File: src/dpwc_pkg.sv
// Shared constants for the digital potentiometer wiper control link.
// Assumes both ends run on one 125 MHz reference clock.
`default_nettype none

package dpwc_pkg;

   // ------------------------------------------------------------------
   // Geometry
   // ------------------------------------------------------------------
   localparam int NPOT_DEF    = 2;       // Potentiometers per device
   localparam int WIPER_W_DEF = 6;       // Wiper position width
   localparam int NREG        = 4;       // Data registers per pot
   localparam int DATA_W      = 8;       // Data register width

   // ------------------------------------------------------------------
   // Interface variants
   // ------------------------------------------------------------------
   localparam logic [1:0] IF_THREE_WIRE = 2'h0;
   localparam logic [1:0] IF_TWO_WIRE   = 2'h1;
   localparam logic [1:0] IF_SPI        = 2'h2;

   // ------------------------------------------------------------------
   // Serial frame: instruction byte then data byte, MSB first
   // ------------------------------------------------------------------
   localparam int         FRAME_BITS     = 16;
   localparam logic [4:0] BIT_INSTR_LAST = 5'h07;  // Bit count at 8th rise
   localparam logic [4:0] BIT_FRAME_LAST = 5'h0f;  // Bit count at 16th rise
   localparam int         OP_MSB         = 7;
   localparam int         OP_LSB         = 4;
   localparam int         REG_MSB        = 3;
   localparam int         REG_LSB        = 2;
   localparam int         POT_MSB        = 1;
   localparam int         POT_LSB        = 0;

   // ------------------------------------------------------------------
   // Instruction codes
   // ------------------------------------------------------------------
   localparam logic [3:0] OP_RD_WPR      = 4'h0;  // Read wiper position
   localparam logic [3:0] OP_WR_WPR      = 4'h1;  // Write wiper position
   localparam logic [3:0] OP_RD_DR       = 4'h2;  // Read data register
   localparam logic [3:0] OP_WR_DR       = 4'h3;  // Write data register
   localparam logic [3:0] OP_XFR_DR_WPR  = 4'h4;  // Data reg to wiper
   localparam logic [3:0] OP_XFR_WPR_DR  = 4'h5;  // Wiper to data reg
   localparam logic [3:0] OP_GXFR_DR_WPR = 4'h6;  // All pots, data to wiper
   localparam logic [3:0] OP_GXFR_WPR_DR = 4'h7;  // All pots, wiper to data
   localparam logic [3:0] OP_INC         = 4'h8;  // Wiper one tap up
   localparam logic [3:0] OP_DEC         = 4'h9;  // Wiper one tap down
   localparam logic [3:0] OP_RD_BUSY     = 4'ha;  // Write busy query

   // ------------------------------------------------------------------
   // Reset values and timing
   // ------------------------------------------------------------------
   localparam logic [DATA_W-1:0] NV_INIT  = 8'h20;   // Data register contents at reset
   localparam logic [2:0]        SYNC_HI  = 3'h7;
   localparam logic [2:0]        SYNC_LO  = 3'h0;
   localparam int CLK_PERIOD_NS = 8;
   localparam int NV_WRITE_NS   = 5000;              // Nonvolatile write time
   localparam int NV_WRITE_CYC  = (NV_WRITE_NS + CLK_PERIOD_NS - 1) / CLK_PERIOD_NS;
   localparam int SCK_HALF_DEF  = 16;                // Link clock half period, cycles
   localparam int STEP_HALF_DEF = 16;                // Step pulse phase length, cycles

endpackage

`default_nettype wire

File: src/dpwc_link_if.sv
// Pin-level link between the potentiometer and its controller.
// Both ends share REF_CLK; the interface resolves the serial out wire.
`timescale 1ns/1ps
`default_nettype none

interface dpwc_link_if;
   logic sck;       // Serial clock from controller
   logic cs_n;      // Serial frame select, active low
   logic si;        // Serial data to device
   logic so;        // Serial data from device
   logic so_oe;     // Device drives so
   logic so_line;   // Resolved level, pulled high when undriven
   logic up_dn;     // Three-wire direction, high moves up
   logic step;      // Three-wire step, acts on falling edge
   logic sel_n;     // Three-wire select, active low

   // Pull-up on the shared serial out wire
   assign so_line = so_oe ? so : 1'b1;

   modport dev (input sck, cs_n, si, up_dn, step, sel_n, output so, so_oe);
   modport host (output sck, cs_n, si, up_dn, step, sel_n, input so_line);
endinterface

`default_nettype wire

File: src/dpwc_device.sv
// Potentiometer control and memory: wiper register, data registers,
// tap decode, three-wire step logic and a serial instruction engine.
// Assumes link pins come from another party and are synchronised here.
`timescale 1ns/1ps
`default_nettype none

module dpwc_device
   import dpwc_pkg::*;
#(
   parameter logic [1:0] VARIANT     = IF_SPI,
   parameter int         NPOT        = NPOT_DEF,
   parameter int         WIPER_W     = WIPER_W_DEF,
   parameter int         NV_WRITE_N  = NV_WRITE_CYC
) (
   input  wire logic                          REF_CLK,
   input  wire logic                          RST_N,
   dpwc_link_if.dev                           LINK,
   output logic [NPOT-1:0][(2**WIPER_W)-1:0]  TAP_SEL,
   output logic [NPOT-1:0][WIPER_W-1:0]       WIPER_POS,
   output logic                               NV_BUSY
);

   // ------------------------------------------------------------------
   // Types and constants
   // ------------------------------------------------------------------
   localparam int TAPS   = 2 ** WIPER_W;
   localparam int BUSY_W = $clog2(NV_WRITE_N + 1);
   localparam logic [WIPER_W-1:0] WIPER_TOP = {WIPER_W{1'b1}};
   localparam logic [TAPS-1:0]    TAP_ZERO  = {{(TAPS-1){1'b0}}, 1'b1};

   typedef enum logic [0:0] {
      DS_RECALL = 1'b0,
      DS_READY  = 1'b1
   } dpwc_dev_state_t;

   typedef struct packed {
      dpwc_dev_state_t                         state;
      logic [2:0]                              sck_s;
      logic [2:0]                              cs_s;
      logic [2:0]                              si_s;
      logic [2:0]                              up_s;
      logic [2:0]                              step_s;
      logic [2:0]                              sel_s;
      logic [4:0]                              bit_cnt;
      logic [DATA_W-1:0]                       instr;
      logic [DATA_W-1:0]                       shin;
      logic [DATA_W-1:0]                       so_sh;
      logic [NPOT-1:0][WIPER_W-1:0]            wiper;
      logic [NPOT-1:0][NREG-1:0][DATA_W-1:0]   dr;
      logic [BUSY_W-1:0]                       busy_cnt;
      logic [NPOT-1:0][TAPS-1:0]               tap;
   } dpwc_dev_st_t;

   dpwc_dev_st_t q;
   dpwc_dev_st_t d;

   // ------------------------------------------------------------------
   // Functions
   // ------------------------------------------------------------------

   // One tap up or down, held at the end taps
   function automatic logic [WIPER_W-1:0] step_w(input logic [WIPER_W-1:0] w,
                                                 input logic up);
      if (up) begin
         step_w = (w == WIPER_TOP) ? w : w + 1'b1;
      end else begin
         step_w = (w == '0) ? w : w - 1'b1;
      end
   endfunction

   // Wiper position to one-hot tap switch select
   function automatic logic [TAPS-1:0] onehot(input logic [WIPER_W-1:0] w);
      onehot = TAP_ZERO << w;
   endfunction

   // Pot index present on this device
   function automatic logic pot_ok(input logic [1:0] p);
      pot_ok = (int'(p) < NPOT);
   endfunction

   // ------------------------------------------------------------------
   // Next state
   // ------------------------------------------------------------------
   logic [DATA_W-1:0] rx;
   logic [DATA_W-1:0] rd;
   logic [3:0]        op;
   logic [1:0]        pi;
   logic [1:0]        ri;
   logic [3:0]        rop;
   logic [1:0]        rpi;
   logic [1:0]        rri;
   logic              nvw_ok;
   logic              sck_rise;
   logic              sck_fall;
   logic              step_fall;

   always_comb begin
      rx        = {q.shin[DATA_W-2:0], q.si_s[1]};
      op        = q.instr[OP_MSB:OP_LSB];
      pi        = q.instr[POT_MSB:POT_LSB];
      ri        = q.instr[REG_MSB:REG_LSB];
      rop       = rx[OP_MSB:OP_LSB];
      rpi       = rx[POT_MSB:POT_LSB];
      rri       = rx[REG_MSB:REG_LSB];
      nvw_ok    = (q.busy_cnt == '0);
      sck_rise  = q.sck_s[1] & ~q.sck_s[2];
      sck_fall  = ~q.sck_s[1] & q.sck_s[2];
      step_fall = ~q.step_s[1] & q.step_s[2];
      d         = q;

      // Two-stage synchronisers, third stage holds the previous level
      d.sck_s  = {q.sck_s[1:0], LINK.sck};
      d.cs_s   = {q.cs_s[1:0], LINK.cs_n};
      d.si_s   = {q.si_s[1:0], LINK.si};
      d.up_s   = {q.up_s[1:0], LINK.up_dn};
      d.step_s = {q.step_s[1:0], LINK.step};
      d.sel_s  = {q.sel_s[1:0], LINK.sel_n};

      // Nonvolatile write timer
      if (!nvw_ok) begin
         d.busy_cnt = q.busy_cnt - 1'b1;
      end

      // Answer prepared at the end of the instruction byte
      rd = '0;
      if (pot_ok(rpi)) begin
         case (rop)
            OP_RD_WPR:  rd = DATA_W'(q.wiper[rpi]);
            OP_RD_DR:   rd = q.dr[rpi][rri];
            OP_RD_BUSY: rd = {{(DATA_W-1){1'b0}}, ~nvw_ok};
            default:    rd = '0;
         endcase
      end

      case (q.state)
         // Power-up recall of stored wiper settings
         DS_RECALL: begin
            for (int p = 0; p < NPOT; p++) begin
               d.wiper[p] = q.dr[p][0][WIPER_W-1:0];
            end
            d.state = DS_READY;
         end
         DS_READY: begin
            if (VARIANT == IF_THREE_WIRE) begin
               // Steps only while selected, direction sampled at the edge
               if (!q.sel_s[1] && step_fall) begin
                  d.wiper[0] = step_w(q.wiper[0], q.up_s[1]);
               end
            end else if (q.cs_s[1]) begin
               d.bit_cnt = '0;
            end else if (sck_rise) begin
               d.shin    = rx;
               d.bit_cnt = q.bit_cnt + 5'h01;
               if (q.bit_cnt == BIT_INSTR_LAST) begin
                  d.instr = rx;
                  d.so_sh = rd;
               end else if (q.bit_cnt == BIT_FRAME_LAST && pot_ok(pi)) begin
                  case (op)
                     OP_WR_WPR: begin
                        d.wiper[pi] = rx[WIPER_W-1:0];
                     end
                     OP_WR_DR: begin
                        if (nvw_ok) begin
                           d.dr[pi][ri] = rx;
                           d.busy_cnt   = BUSY_W'(NV_WRITE_N);
                        end
                     end
                     OP_XFR_DR_WPR: begin
                        d.wiper[pi] = q.dr[pi][ri][WIPER_W-1:0];
                     end
                     OP_XFR_WPR_DR: begin
                        if (nvw_ok) begin
                           d.dr[pi][ri] = DATA_W'(q.wiper[pi]);
                           d.busy_cnt   = BUSY_W'(NV_WRITE_N);
                        end
                     end
                     OP_GXFR_DR_WPR: begin
                        for (int p = 0; p < NPOT; p++) begin
                           d.wiper[p] = q.dr[p][ri][WIPER_W-1:0];
                        end
                     end
                     OP_GXFR_WPR_DR: begin
                        if (nvw_ok) begin
                           for (int p = 0; p < NPOT; p++) begin
                              d.dr[p][ri] = DATA_W'(q.wiper[p]);
                           end
                           d.busy_cnt = BUSY_W'(NV_WRITE_N);
                        end
                     end
                     OP_INC:  d.wiper[pi] = step_w(q.wiper[pi], 1'b1);
                     OP_DEC:  d.wiper[pi] = step_w(q.wiper[pi], 1'b0);
                     default: d.wiper[pi] = q.wiper[pi];
                  endcase
               end
            end else if (sck_fall && q.bit_cnt > BIT_INSTR_LAST + 5'h01) begin
               // Answer bits leave on falling edges after the first
               d.so_sh = {q.so_sh[DATA_W-2:0], 1'b0};
            end
         end
         default: d.state = DS_RECALL;
      endcase

      // Tap switches follow the wiper register
      for (int p = 0; p < NPOT; p++) begin
         d.tap[p] = onehot(d.wiper[p]);
      end
   end

   // ------------------------------------------------------------------
   // State register
   // ------------------------------------------------------------------
   always_ff @(posedge REF_CLK or negedge RST_N) begin
      if (!RST_N) begin
         q        <= '0;
         q.state  <= DS_RECALL;
         q.cs_s   <= SYNC_HI;
         q.step_s <= SYNC_HI;
         q.sel_s  <= SYNC_HI;
         q.sck_s  <= SYNC_LO;
         for (int p = 0; p < NPOT; p++) begin
            q.tap[p] <= TAP_ZERO;
            for (int r = 0; r < NREG; r++) begin
               q.dr[p][r] <= NV_INIT;
            end
         end
      end else begin
         q <= d;
      end
   end

   // ------------------------------------------------------------------
   // Outputs
   // ------------------------------------------------------------------
   assign LINK.so    = q.so_sh[DATA_W-1];
   assign LINK.so_oe = (VARIANT != IF_THREE_WIRE) & ~q.cs_s[1];
   assign TAP_SEL    = q.tap;
   assign WIPER_POS  = q.wiper;
   assign NV_BUSY    = ~nvw_ok;

endmodule // dpwc_device

`default_nettype wire

File: src/flat_wrapper.sv
// flat-port wrapper written by rule: the top's interface ports become plain ports
module dpwc_device_flat import dpwc_pkg::*;
#(
   parameter logic [1:0] VARIANT     = IF_SPI,
   parameter int         NPOT        = NPOT_DEF,
   parameter int         WIPER_W     = WIPER_W_DEF,
   parameter int         NV_WRITE_N  = NV_WRITE_CYC
)
  (REF_CLK, RST_N, TAP_SEL, WIPER_POS, NV_BUSY, LINK_sck, LINK_cs_n, LINK_si, LINK_up_dn, LINK_step, LINK_sel_n, LINK_so, LINK_so_oe);
  dpwc_link_if LINK_i ();
  input  wire logic REF_CLK;
  input  wire logic RST_N;
  output logic [NPOT-1:0][(2**WIPER_W)-1:0] TAP_SEL;
  output logic [NPOT-1:0][WIPER_W-1:0] WIPER_POS;
  output logic NV_BUSY;
  input wire logic [$bits(LINK_i.sck)-1:0] LINK_sck;
  input wire logic [$bits(LINK_i.cs_n)-1:0] LINK_cs_n;
  input wire logic [$bits(LINK_i.si)-1:0] LINK_si;
  input wire logic [$bits(LINK_i.up_dn)-1:0] LINK_up_dn;
  input wire logic [$bits(LINK_i.step)-1:0] LINK_step;
  input wire logic [$bits(LINK_i.sel_n)-1:0] LINK_sel_n;
  output wire logic [$bits(LINK_i.so)-1:0] LINK_so;
  output wire logic [$bits(LINK_i.so_oe)-1:0] LINK_so_oe;
  assign LINK_i.sck = LINK_sck;
  assign LINK_i.cs_n = LINK_cs_n;
  assign LINK_i.si = LINK_si;
  assign LINK_i.up_dn = LINK_up_dn;
  assign LINK_i.step = LINK_step;
  assign LINK_i.sel_n = LINK_sel_n;
  assign LINK_so = LINK_i.so;
  assign LINK_so_oe = LINK_i.so_oe;
  dpwc_device #(.VARIANT(VARIANT), .NPOT(NPOT), .WIPER_W(WIPER_W), .NV_WRITE_N(NV_WRITE_N)) u_core (.REF_CLK(REF_CLK), .RST_N(RST_N), .LINK(LINK_i), .TAP_SEL(TAP_SEL), .WIPER_POS(WIPER_POS), .NV_BUSY(NV_BUSY));
endmodule
File: config.mk
export PLATFORM = sky130hd
export DESIGN_NAME = dpwc_device_flat
export DESIGN_NICKNAME = d
export VERILOG_FILES = /design/src/dpwc_pkg.sv /design/src/dpwc_link_if.sv /design/src/dpwc_device.sv /design/src/flat_wrapper.sv
export SDC_FILE = /design/constraint.sdc
export NUM_CORES = 1
export LEC_CHECK = 0
export ABC_AREA = 1
export BUFFER_PORTS_ARGS = -buffer_cell sky130_fd_sc_hd__buf_2
export CELL_PAD_IN_SITES_DETAIL_PLACEMENT = 1
export CELL_PAD_IN_SITES_GLOBAL_PLACEMENT = 2
export CORE_MARGIN = 8
export CORE_UTILIZATION = 35
export CTS_BUF_LIST = sky130_fd_sc_hd__clkbuf_4
export CTS_CLUSTER_SIZE = 12
export DETAILED_ROUTE_END_ITERATION = 10
export PLACE_DENSITY = 0.79
export SLEW_MARGIN = 10
export SYNTH_ARGS = -nofsm -noshare
export SYNTH_HDL_FRONTEND = slang
export SYNTH_SLANG_ARGS = --single-unit
File: constraint.sdc
create_clock -name REF_CLK -period 3.5 [get_ports REF_CLK]
set_input_delay 0.175 -clock REF_CLK [delete_from_list [all_inputs] [get_ports REF_CLK]]
set_output_delay 0.175 -clock REF_CLK [all_outputs]
set_load 0.03 [all_outputs]
* After elaboration in Yosys (flattened, before gate mapping)
Index checks and enable logic that the tools add are counted.
Operators by class: add/subtract/negate cells 4, multiply operators 0, divide/modulo/power cells 0, order comparisons 9, eq/ne operators 17, shift-type cells 2, muxes and demuxes 65, bitwise operators 8, reduce and logical (&&, ||, !) cells 16
Operators with widths (count):
- 86-bit two-way mux | 4
- 74-bit two-way mux | 3
- 74-bit case mux with 3 select lines | 1
- 32-bit two-way mux | 5
- 6-bit two-way mux | 22
- 64-bit bitwise mux | 2
- 1-bit by 6-bit << shifter with 64-bit output (first input constant) | 2
- 12-bit case mux with 6 select lines | 1
- 8-bit binary-select mux with 2-bit select | 4
- 32-bit bitwise mux | 2
- 12-bit bitwise mux | 5
- 8-bit two-way mux | 7
- 32-bit demux with 1-bit select | 1
- 12-bit case mux with 2 select lines | 1
- 8-bit case mux with 3 select lines | 1
- 21-bit two-way mux | 1
- 10-bit two-way mux | 2
- 8-bit demux with 2-bit select | 1
- 4-bit by 3-bit equality test with 1-bit output (second input constant) | 4
- 4-bit equality test (second input constant) | 3
- 10-bit zero test | 1
- 10-bit by 1-bit subtractor with 10-bit output (second input constant) | 1
- 9-bit AND reduction | 1
- 4-bit by 2-bit equality test with 1-bit output (second input constant) | 2
- 26 further kinds | 44
Storage, ports and cells: register bits 251, bits in latches 0, memory bits (writable) 0, bits in read-only memories 0, input port bits 8, memories 0

* Logic depth before layout (Yosys ltp)
Gate-level depths: netlist (run 1).
word-level depth 18, depth in mapped cells 20, gate-level depth less buffers 19

* Worst setup path before layout (run 1)
No wires, ideal clock.
kind reg-to-reg, start reg u_core.q[128] (netlist bit), end reg u_core.q[168] (netlist bit), data arrival time 2.379 ns, setup slack 1.001 ns, cell stages (with the launch flop) 13, path through dfrtp_1 > inv_1 > ha_1 > nand2_1 > nor3_2 > nand3_1 > inv_1 > nand2_1 > clkbuf_1 > a21oi_2 > inv_1 > o22ai_1 > inv_1
Between the ends: word-level cells in the longest chain between the ends 3, elaborated cells on any way between the ends 5, classes of those cells 3 x eq/ne; 2 x reduce/logical
Ends and longest elaborated chain:
- from (decl) | line dpwc_device.sv:54 | dpwc_dev_st_t q;
- 10-bit zero test (*) | line dpwc_device.sv:105 | nvw_ok = (q.busy_cnt == '0);
- 2-bit by 1-bit inequality test with 1-bit output (no source line)
- 9-bit AND reduction (no source line) (*)
Every way passes the cells marked *; elsewhere a longest branch is shown, timed or not. A chain may end at the register's enable or synchronous reset.

==> results of run 1 <==
-- power by group --
group	total, mW	switching, mW	internal, mW
Clock	3.14	1.36	1.78
Sequential	2.96	0.0395	2.92
Combinational	0.498	0.374	0.124
-- metal layers --
metal,part of all wire,GRT usage
met2,0.46,0.328
met5,0,0
met3,0.062,0.0433
met1,0.45,0.278
met4,0.032,0.0850
-- sequential cells by signal, summed over array words and instances, names as in the netlist --
signal and cells:
u_core.q 97, u_core.LINK.so 1, u_core.TAP_SEL 128, u_core.d 6
u_core.WIPER_POS 12, u_core.op 4, u_core.pi 2
-- timing repair --
action,in CTS,in global routing
gates resized for setup,0,2
hold endpoints to repair,99,0
setup buffers,0,2
setup endpoints to repair,0,44
hold buffers,6,0
-- cell families after synthesis --
family,after synthesis
compound gates,356
xor+xnor,3
fa+ha+maj,8
buf+inv,359
flops,250
other cells,1
simple gates,612
-- cells in the mapped netlist (5+ instances only) --
cell	number
nand3_1	69
nor2_4	7
dfstp_2	12
a21oi_4	5
inv_2	22
o21ai_1	6
nand4_1	32
nand4_4	7
clkbuf_1	27
nor2_2	8
o21bai_1	5
a21oi_2	7
buf_4	152
nor3_1	41
inv_1	126
nor3_2	33
dfrtp_1	238
a21oi_1	66
o21ai_0	107
o22ai_1	70
nor2_1	161
buf_2	19
o21a_1	5
a32o_1	6
buf_6	7
nand2_1	225
nand2_2	12
ha_1	8
o211ai_1	8
a22oi_1	39
o21ai_2	6
-- cell type report --
| cell class | instances | area, um2 | area share |
|---|---|---|---|
| clock inverters | 21 | 216 | 0.0141 |
| repair buffers | 216 | 1330 | 0.0865 |
| inverters | 153 | 577 | 0.0376 |
| clock buffers | 108 | 811 | 0.0528 |
| flip-flops and latches | 250 | 6270 | 0.408 |
| diodes | 1 | 2.50 | 0.000163 |
| multi-input cells | 980 | 5500 | 0.358 |
| well taps | 518 | 648 | 0.0422 |
-- how the worst max path moves through the flow --
stage	startpoint	to	slack (ns)
after global routing	u_core.WIPER_POS[0]	u_core.TAP_SEL[114]	0.009
after CTS	u_core.pi[0]	u_core.TAP_SEL[73]	0.13
after floorplan	u_core.q[128]	u_core.q[168]	1.00
final	u_core.WIPER_POS[0]	u_core.TAP_SEL[74]	0.22
after detailed placement	u_core.pi[0]	u_core.TAP_SEL[74]	0.23
after global placement	u_core.pi[0]	u_core.TAP_SEL[90]	0.32
-- per-stage QoR --
stage	power [mW]	cell area, um2	util	worst slack, ns
final	6.60	15400	0.396	0.220
after global routing	6.88	15400	0.396	0.00855
after CTS	6.71	15300	0.396	0.134
after detailed placement	3.51	14200	0.368	0.228
after global placement	3.49	14200	0.368	0.320
after floorplan	3.28	13800	-	1.00
==> impl_results.md, run 1 <==
* Worst clock skew at 0.0692 ns
* Worst rel slew slack at 0.410
* Post-synth EDFFs at 0
* WP data required at 4.14 ns
* Global-route wire length before repair at 75,300 um
* Register area share after synthesis at 0.456
* Top Ports at 151
* Netlist cell types at 56
* Synth Area in Compound Gates at 0.165
* Synth async-reset ratio at 1.00
* PortBufs at 147
* CTS Sinks at 250
* Vias per cell at 5.27
* Hold Crit Class: input pin to async pin
* Flop-to-flop setup slack at 0.22 ns
* Share of post-route cells with drive strength above 1 at 0.271
* Die height at 214 um
* Crit-path max FO at 13
* Max-slew violations at 0
* Root buf cell: clkbuf_4
* Crit path cell chain: inv_1 -> o21ai_2 -> inv_2 -> ha_1 -> inv_1 -> nor2_2 -> nand3_2 -> nand2_1 -> nor2_1 -> nor2_1 -> nand2_1 -> nand2_1 -> nand2_1 -> nand2_1 -> o21ai_2 -> nand4_1 -> nor3_1
* Multiplexer share of the synthesized area at 0
* Overflow after GRT at 0
* Largest stage delay, worst path at 0.57 ns
* Simple-gate share of the synthesized area at 0.225
* Worst Path Arrival at 3.92 ns
* Critical Path Start Type: flop
* Cell depth of the worst setup path at 17
* Initial antenna violation count at 1
* Power Dens Cells at 430 nW/um2
* Worst skew pair latency at 0.76 ns
* Worst Tran Pin Value at 0.886 ns
* Status: complete, no violations
* Largest family of logic cells by synthesized area: simple AND/OR/NAND/NOR gates
* Chip Width at 214 um
* Adder-Cell Fraction of Synth Area at 0.00728
* Clock slew at reported path FFs at 0.07 ns
* Synthesis warning total at 0
* Area growth syn-to-layout at 11.6%
* Non-Filler Instances at 2,247
* Gr usage total at 0.209
* Critical path class: flop to flop
* Die area at 45,900 um2
* Cell class contributing the biggest share of worst-path delay: simple AND/OR/NAND/NOR gates
* Drt first pass iters at 8
* Final ANT Viol Nets at 0
* Unrepaired setup endpoints after global routing: false
* Most frequent cells in the layout: 237 x dfrtp_1, 225 x nand2_1, 161 x nor2_1, 146 x buf_2, 126 x inv_1
* RR Endpoint: u_core.TAP_SEL[74]
* VDD IR-drop max at 0.165 mV
* Synth area leader: dfrtp_1
* Pleak at 7.43 nW
* Min Hold Slack at 0.0762 ns
* Core ar. at 38,700 um2
* Synth top area share at 0.433
* Initial Util at 0.355
* Xor/xnor share of the synthesized area at 0.00191
* Mapped Area at 13,800 um2
* Crit end category: flop
* Final Hold Fails at 0
* Clk buf depth at 3
* H-tree depth at 3
* Fmax achieved at 305 MHz
* Final period util at 0.937
* Mapped Cells at 1,589
* Min cycle time layout at 3.28 ns
* Total wire length at 48,700 um
* Post-Syn Nets at 1,605
* Synthesized flop and latch total at 250
* Avg WL per Cell at 21.7 um
* Pin count of the biggest net entering global routing at 100
* # DRC at 0
* Synth Area per Inst at 8.66 um2
* Synth Flop Type: dfrtp_1
* Layout Nets at 1,687
* Synth area leaders: dfrtp_1 43%, buf_4 8.3%, nand2_1 6.1%
* Total number of vias at 11,835
* CTS Buf Count at 70
* Worst path slowest cell: dfrtp_1
* Max-cap violations at 0
* Clock tree from TritonCTS: built
* Gpl congestion at 0.927
* Filler cell count at 4,681
* Detailed Route Iter0 Violations at 849
* Most common cell after layout, fill and taps aside: dfrtp_1
* Final setup vio count at 0
* Placed cells at 2,109
* Buf/Inv on CP at 3
* Vias in the first global route at 12,211
* Total negative slack at 0 ns
* Crit Reg-Reg Startpoint: u_core.WIPER_POS[0]
* Critical Path Most Common Cell: nand2_1
* Num rows at 72
* Worst-case reg-to-reg path depth at 17
* HPWL Detailed at 35,500 um
No activity file was read; power rests on OpenSTA's default activity.
==> run 2: changes to the inputs <==
- PLACE_DENSITY: 0.79 -> default
- PLACE_DENSITY_LB_ADDON: default -> 0.1
==> run 2 against run 1 <==
Effect of this change: combinational power grew 5.6%; clock power shrank 7.0%; critical endpoint is now u_core.TAP_SEL[115]; highest routed layer unchanged; sequential cell count is the same; critical path depth shrank 3; via count grew 0.73%; routed wire length grew 6.1%; setup slack gained 0.14 ns; clock-buffer cell count shrank 6; power shrank 3.0%; largest cell class unchanged.
==> impl_results.md, run 2 (synthesis results as in run 1) <==
* Status: complete, no violations
* RR Endpoint: u_core.TAP_SEL[115]
* Chip Width at 214 um (unchanged)
* # DRC at 0 (unchanged)
* Clk pwr share at 0.455 (-0.021)
* Cell internal pwr at 4.63 mW (-4.1%)
* Final setup vio count at 0 (unchanged)
* Placed inst area at 14,400 um2 (+0.93%)
* Vias in the first global route at 12,457 (+2.0%)
* Non-Filler Instances at 2,261 (+0.62%)
* Hold Crit Class: input pin to flop
* Crit Reg-Reg Startpoint: u_core.pi[0]
* Gpl congestion at 0.893 (-3.7%)
* Worst clock skew at 0.0463 ns (-0.0229 ns)
* Worst Path Arrival at 3.80 ns (-0.12 ns)
* Avg WL per Cell at 22.9 um (+5.4%)
* Initial Util at 0.355 (unchanged)
* Core ar. at 38,700 um2 (unchanged)
* Total net switching power at 1.77 mW (+0.13%)
* Min cycle time layout at 3.14 ns (-0.139 ns)
* Final WS setup at 0.359 ns (+0.139 ns)
* Finished Cell Area at 15,400 um2 (+0.26%)
* Post-CTS Setup Bufs at 0 (unchanged)
* CTS Buf Count at 74 (+5.7%)
* Switching Fraction at 0.277 (+0.00861)
* Drt first pass iters at 5 (-3)
* VDD IR-drop max at 0.212 mV (+28%)
* Critical Path Start Type: flop
* HPWL Detailed at 37,500 um (+5.7%)
* Max-cap violations at 0 (unchanged)
* Area growth syn-to-layout at 11.9%
* Final Hold Fails at 0 (unchanged)
* Most frequent cells in the layout: 238 x dfrtp_1, 225 x nand2_1, 161 x nor2_1, 146 x buf_2, 126 x inv_1
* Pre-CTS WS at 0.415 ns (+0.187 ns)
* Overflow after GRT at 0 (unchanged)
* Hold path depth at 2
* WP data required at 4.16 ns (+0.02 ns)
* Power Dens Cells at 416 nW/um2 (-3.2%)
* Clock slew at reported path FFs at 0.07 ns (about the same)
* Top Ports at 151 (unchanged)
* Global-route wire length before repair at 80,200 um (+6.4%)
* Total negative slack at 0 ns (unchanged)
* Flop-to-flop setup slack at 0.36 ns (+0.14 ns)
* CTS Sinks at 250 (unchanged)
* Root buf cell: clkbuf_4
* Placed cells at 2,125 (+0.76%)
* Worst rel slew slack at 0.218 (-0.192)
* Crit-path max FO at 20 (+7)
* Clock tree from TritonCTS: built
* Initial antenna violation count at 2 (+1)
* Comb power frac at 0.082 (+0.006)
* Pin count of the biggest net entering global routing at 86 (-14%)
* Final core occ at 0.397 (+0.00103)
* Worst skew pair latency at 0.77 ns (about the same)
* Critical path class: flop to flop
* Detailed Route Iter0 Violations at 791 (-6.8%)
* H-tree depth at 3 (unchanged)
* PortBufs at 147 (unchanged)
* Vias per cell at 5.27 (+0.10%)
* Final period util at 0.897 (-0.0398)
* Clk buf depth at 3 (unchanged)
* Total wire length at 51,700 um (+6.1%)
* Total number of vias at 11,921 (+0.73%)
* Layout Nets at 1,706 (+1.1%)
* Fmax achieved at 318 MHz (+4.4%)
* Crit end category: flop
* Gr usage total at 0.224 (+0.0153)
* Worst-case reg-to-reg path depth at 14 (-3)
* Die height at 214 um (unchanged)
* Die area at 45,900 um2 (unchanged)
* Max-slew violations at 0 (unchanged)
* Hold Crit Endpoint: u_core.d[259]
* Num rows at 72 (unchanged)
* Max FFs per register at 128 (unchanged)
* Sequential Power Share at 0.462 (+0.013)
* Unrepaired setup endpoints after global routing: false
* Worst Tran Pin Value at 1.17 ns (+0.287 ns)
* Share of post-route cells with drive strength above 1 at 0.270 (-0.000874)
* Min-delay src: LINK_sck
* Pleak at 7.47 nW (+0.50%)
* Final ANT Viol Nets at 0 (unchanged)
* Most common cell after layout, fill and taps aside: dfrtp_1
-- run 2: how the worst max path moves through the flow --
| stage | slack [ns] | startpoint | to |
|---|---|---|---|
| after detailed placement | 0.41 | u_core.q[238] | u_core.TAP_SEL[73] |
| final | 0.36 | u_core.pi[0] | u_core.TAP_SEL[115] |
| after floorplan | 1.00 | u_core.q[128] | u_core.q[168] |
| after global placement | 0.47 | u_core.pi[0] | u_core.TAP_SEL[83] |
| after CTS | 0.37 | u_core.pi[0] | u_core.TAP_SEL[115] |
| after global routing | 0.07 | u_core.pi[0] | u_core.TAP_SEL[115] |
-- run 2: repair_timing --
item,4_1_cts,5_1_grt
hold buffers,7,0
endpoints found under the hold margin,176,0
gates resized for setup,0,0
-- run 2: power groups by stage --
stage	logic (mW)	registers [mW]	clock network (mW)
2_1_floorplan	0.285	2.99	0
3_3_place_gp	0.521	3.01	0
3_5_place_dp	0.524	3.01	0
4_1_cts	0.534	2.96	3.02
5_1_grt	0.577	2.96	3.19
6_report	0.526	2.96	2.92
-- run 2: area by class of cell --
| class | instances | area [um2] |
|---|---|---|
| fill | 4656 | 23300 |
| inverter | 153 | 577 |
| antenna | 2 | 5.00 |
| multi-input combinational | 980 | 5490 |
| clock inverter | 25 | 180 |
| timing repair buffer | 231 | 1460 |
| sequential | 250 | 6270 |
| tap | 518 | 648 |
| clock buffer | 102 | 766 |
-- run 2: layer usage --
metal	vias up	GRT usage	share of wire
li1	5491	-	-
met2	376	0.345	0.45
met5	-	0	0
met1	5979	0.312	0.47
met4	0	0.0692	0.025
met3	75	0.0470	0.057
-- run 2: critical path, cell delays in order (launching register included) --
cell     delay (ns)
dfrtp_1        0.51
o21ai_2        0.31
ha_1           0.24
nand3_1        0.16
nor2_2         0.21
o21ai_0        0.11
o21ai_0        0.15
o21ai_0        0.13
nand3_1        0.11
nand2_1        0.05
nand2_1        0.09
nand2_1        0.07
o21ai_2        0.39
nand4_1        0.30
nor2_1         0.17
-- run 2: metrics by stage --
step / hold slack [ns] / power [mW]
detailed placement: 0.236 / 3.53
floorplan: -0.121 / 3.28
finish: 0.0755 / 6.40
global route: 0.00954 / 6.73
global placement: 0.246 / 3.53
CTS: 0.0101 / 6.51
==> run 3: changes to the inputs <==
- ABC_AREA: 1 -> 0
==> run 3 against run 2 <==
Effect of this change: power is 2.8% higher; register-to-register slack lost 0.09 ns; largest power group unchanged; global-route usage decreased by 1.9 points; core utilization decreased by 0.27 points; via count down 14%; largest cell class unchanged; routed wire length down 13%; sequential cell count is the same.
==> impl_results.md, run 3 <==
* Status: complete, no violations
* Clock tree from TritonCTS: built
* Final setup vio count at 0 (unchanged)
* Detailed Route Iter0 Violations at 636 (-20%)
* Mapped Cells at 1,306 (-18%)
* Gr usage total at 0.205 (-0.0187)
* Synth async-reset ratio at 1.00 (unchanged)
* Post-synth EDFFs at 0 (unchanged)
* Placed inst area at 13,600 um2 (-5.1%)
* Chip Width at 209 um (-2.3%)
* Synthesis warning total at 0 (unchanged)
* Power Dens Cells at 448 nW/um2 (+7.7%)
* CTS Buf Count at 71 (-4.1%)
* Drt first pass iters at 7 (+2)
* CTS Sinks at 250 (unchanged)
* Min cycle time layout at 3.24 ns (+0.0944 ns)
* Critical path class: flop to flop
* Vias in the first global route at 10,856 (-13%)
* Total wire length at 45,000 um (-13%)
* Layout Nets at 1,396 (-18%)
* # DRC at 0 (unchanged)
* Num rows at 71 (-1.4%)
* HPWL Detailed at 32,400 um (-14%)
* Initial antenna violation count at 2 (unchanged)
* Crit end category: flop
* Most frequent cells in the layout: 238 x dfrtp_1, 146 x buf_2, 129 x nor2_1, 109 x clkbuf_4, 88 x nand2_1
* Fmax achieved at 309 MHz (-2.9%)
* Worst Tran Pin Value at 1.09 ns (-0.0847 ns)
* VDD IR-drop max at 0.256 mV (+21%)
* Worst Path Arrival at 3.90 ns (+0.10 ns)
* Vias per cell at 5.36 (+1.7%)
* Die height at 209 um (-2.3%)
* Max-slew violations at 0 (unchanged)
* Final period util at 0.924 (+0.0270)
* Worst clock skew at 0.0248 ns (-0.0215 ns)
* Top-count cell post-synth: dfrtp_1
* Global-route wire length before repair at 69,900 um (-13%)
* Non-Filler Instances at 1,914 (-15%)
* Synth area leader: dfrtp_1
* Die area at 43,900 um2 (-4.5%)
* Synth Area per Inst at 10.0 um2 (+16%)
* Total number of vias at 10,260 (-14%)
* Synth top area share at 0.455 (+0.0220)
* Top Ports at 151 (unchanged)
* Initial Util at 0.352 (-0.00343)
* Synth area leaders: dfrtp_1 45%, buf_4 8.1%, mux4_2 4.8%
* Avg WL per Cell at 23.5 um (+2.8%)
* Final ANT Viol Nets at 0 (unchanged)
* Post-Syn Nets at 1,322 (-18%)
* H-tree depth at 3 (unchanged)
* WP data required at 4.17 ns (about the same)
* Max-cap violations at 0 (unchanged)
* Netlist cell types at 85 (+52%)
* Final WS setup at 0.265 ns (-0.0944 ns)
* Critical Path Start Type: flop
* Root buf cell: clkbuf_4
* Worst rel slew slack at 0.274 (+0.0565)
* Crit-path max FO at 16 (-20%)
* Placed cells at 1,775 (-16%)
* Synth Flop Type: dfrtp_1
* Final Hold Fails at 0 (unchanged)
* Total negative slack at 0 ns (unchanged)
* Most common cell after layout, fill and taps aside: dfrtp_1
* Pleak at 6.69 nW (-10%)
* PortBufs at 147 (unchanged)
* Worst skew pair latency at 0.75 ns (-0.02 ns)
* Register area share after synthesis at 0.479 (+0.0232)
* Gpl congestion at 0.846 (-5.2%)
* Finished Cell Area at 14,700 um2 (-4.6%)
* Overflow after GRT at 0 (unchanged)
* Share of post-route cells with drive strength above 1 at 0.313 (+0.0432)
* Clock slew at reported path FFs at 0.06 ns (about the same)
* Hold Crit Class: input pin to async pin
* Mapped Area at 13,100 um2 (-4.8%)
* Core ar. at 37,200 um2 (-3.9%)
* Area growth syn-to-layout at 12.2%
* Pin count of the biggest net entering global routing at 99 (+15%)
* Synthesized flop and latch total at 250 (unchanged)
* Pre-CTS WS at 0.129 ns (-0.285 ns)
* Clk buf depth at 3 (unchanged)
* Synth cell count leaders: 238 x dfrtp_1, 142 x buf_4, 129 x nor2_1, 88 x nand2_1, 86 x o21ai_0
* Unrepaired setup endpoints after global routing: false
* Max FFs per register at 128 (unchanged)
==> run 3: changes by cell type after synthesis, moves of 17 or more <==
cell,previous run,this run
inv_1,126,18
mux2i_1,0,32
mux2_2,0,17
clkbuf_1,27,49
nand2b_1,0,20
mux4_2,0,28
nor3_1,41,80
o21ai_0,107,86
inv_2,22,2
nor3_2,33,4
nand3_1,69,15
o22ai_1,70,11
nand2_1,225,88
nor2_1,161,129
==> run 3: timing repair <==
action                                  CTS  global route
hold endpoints to repair                 97             0
resized for setup                         0             7
endpoints found under the setup margin    0            74
buffers inserted                          0             0
hold buffers                              6             0
==> run 3: final cells by class <==
type	count	area [um2]
Multi-Input combinational cell	802	5320
Clock buffer	109	818
Tap cell	474	593
Fill cell	4274	22500
Clock inverter	18	126
Timing Repair Buffer	232	1460
Antenna cell	6	15.0
Inverter	23	90.1
Sequential cell	250	6270
==> run 3: per-layer routing <==
layer	wire [um]	vias to the layer above	global-route usage
met5	0	-	0
met4	972	0	0.0656
met3	1880	63	0.0421
met2	21500	232	0.332
met1	20600	5235	0.273
li1	-	4730	-
==> run 3: worst max-delay path: stages (launching register included) <==
cell and delay, ns:
dfrtp_1 0.41, ha_1 0.23, and3_1 0.17, ha_1 0.14, nand2b_1 0.11, a2111o_2 0.51
nor2_1 0.28, a41oi_1 0.16, o32a_1 0.44, or3_1 0.32, buf_4 0.22, nor2_1 0.14
==> run 3: cells by family (layout without fill, tap and decap cells) <==
| family | after synthesis | count (layout) | share of synthesized area |
|---|---|---|---|
| buffers and inverters | 254 | 382 | 0.117 |
| xor gates and xnor gates | 5 | 5 | 0.00334 |
| other | 1 | 7 | 0.000286 |
| adders and majority gates | 8 | 8 | 0.00765 |
| AOI/OAI and AO/OA | 275 | 275 | 0.139 |
| muxes | 77 | 77 | 0.0873 |
| DFF | 250 | 250 | 0.479 |
| and+or+nand+nor | 436 | 436 | 0.166 |
==> run 3: worst paths after layout <==
| check | from | end | slack [ns] | depth (start not counted) |
|---|---|---|---|---|
| worst max-delay path | u_core.q[238] | u_core.TAP_SEL[96] | 0.26 | 11 |
| worst min-delay path | RST_N | u_core.q[136] | 0.08 | 2 |
| worst max register to register | u_core.q[238] | u_core.TAP_SEL[96] | 0.26 | 11 |
| worst min register to register | u_core.d[259] | u_core.d[260] | 0.35 | 0 |
| max in group asynchronous | RST_N | u_core.TAP_SEL[82] | 2.42 | 3 |
| min in group REF_CLK | LINK_si | u_core.d[253] | 0.09 | 2 |
==> run 3: power breakdown <==
group,switching (mW),internal (mW),total [mW],leakage [nW]
Combinational,0.494,0.221,0.715,2.72
Clock,1.28,1.57,2.85,0.569
Sequential,0.0731,2.95,3.02,3.41
==> run 3: stage by stage <==
stage / util / hold slack (ns) / power, mW
after floorplan: - / -0.121 / 3.49
after global placement: 0.367 / 0.283 / 3.78
after detailed placement: 0.367 / 0.283 / 3.79
after CTS: 0.394 / 0.0150 / 6.70
after global routing: 0.395 / 0.0166 / 6.90
final: 0.395 / 0.0800 / 6.58
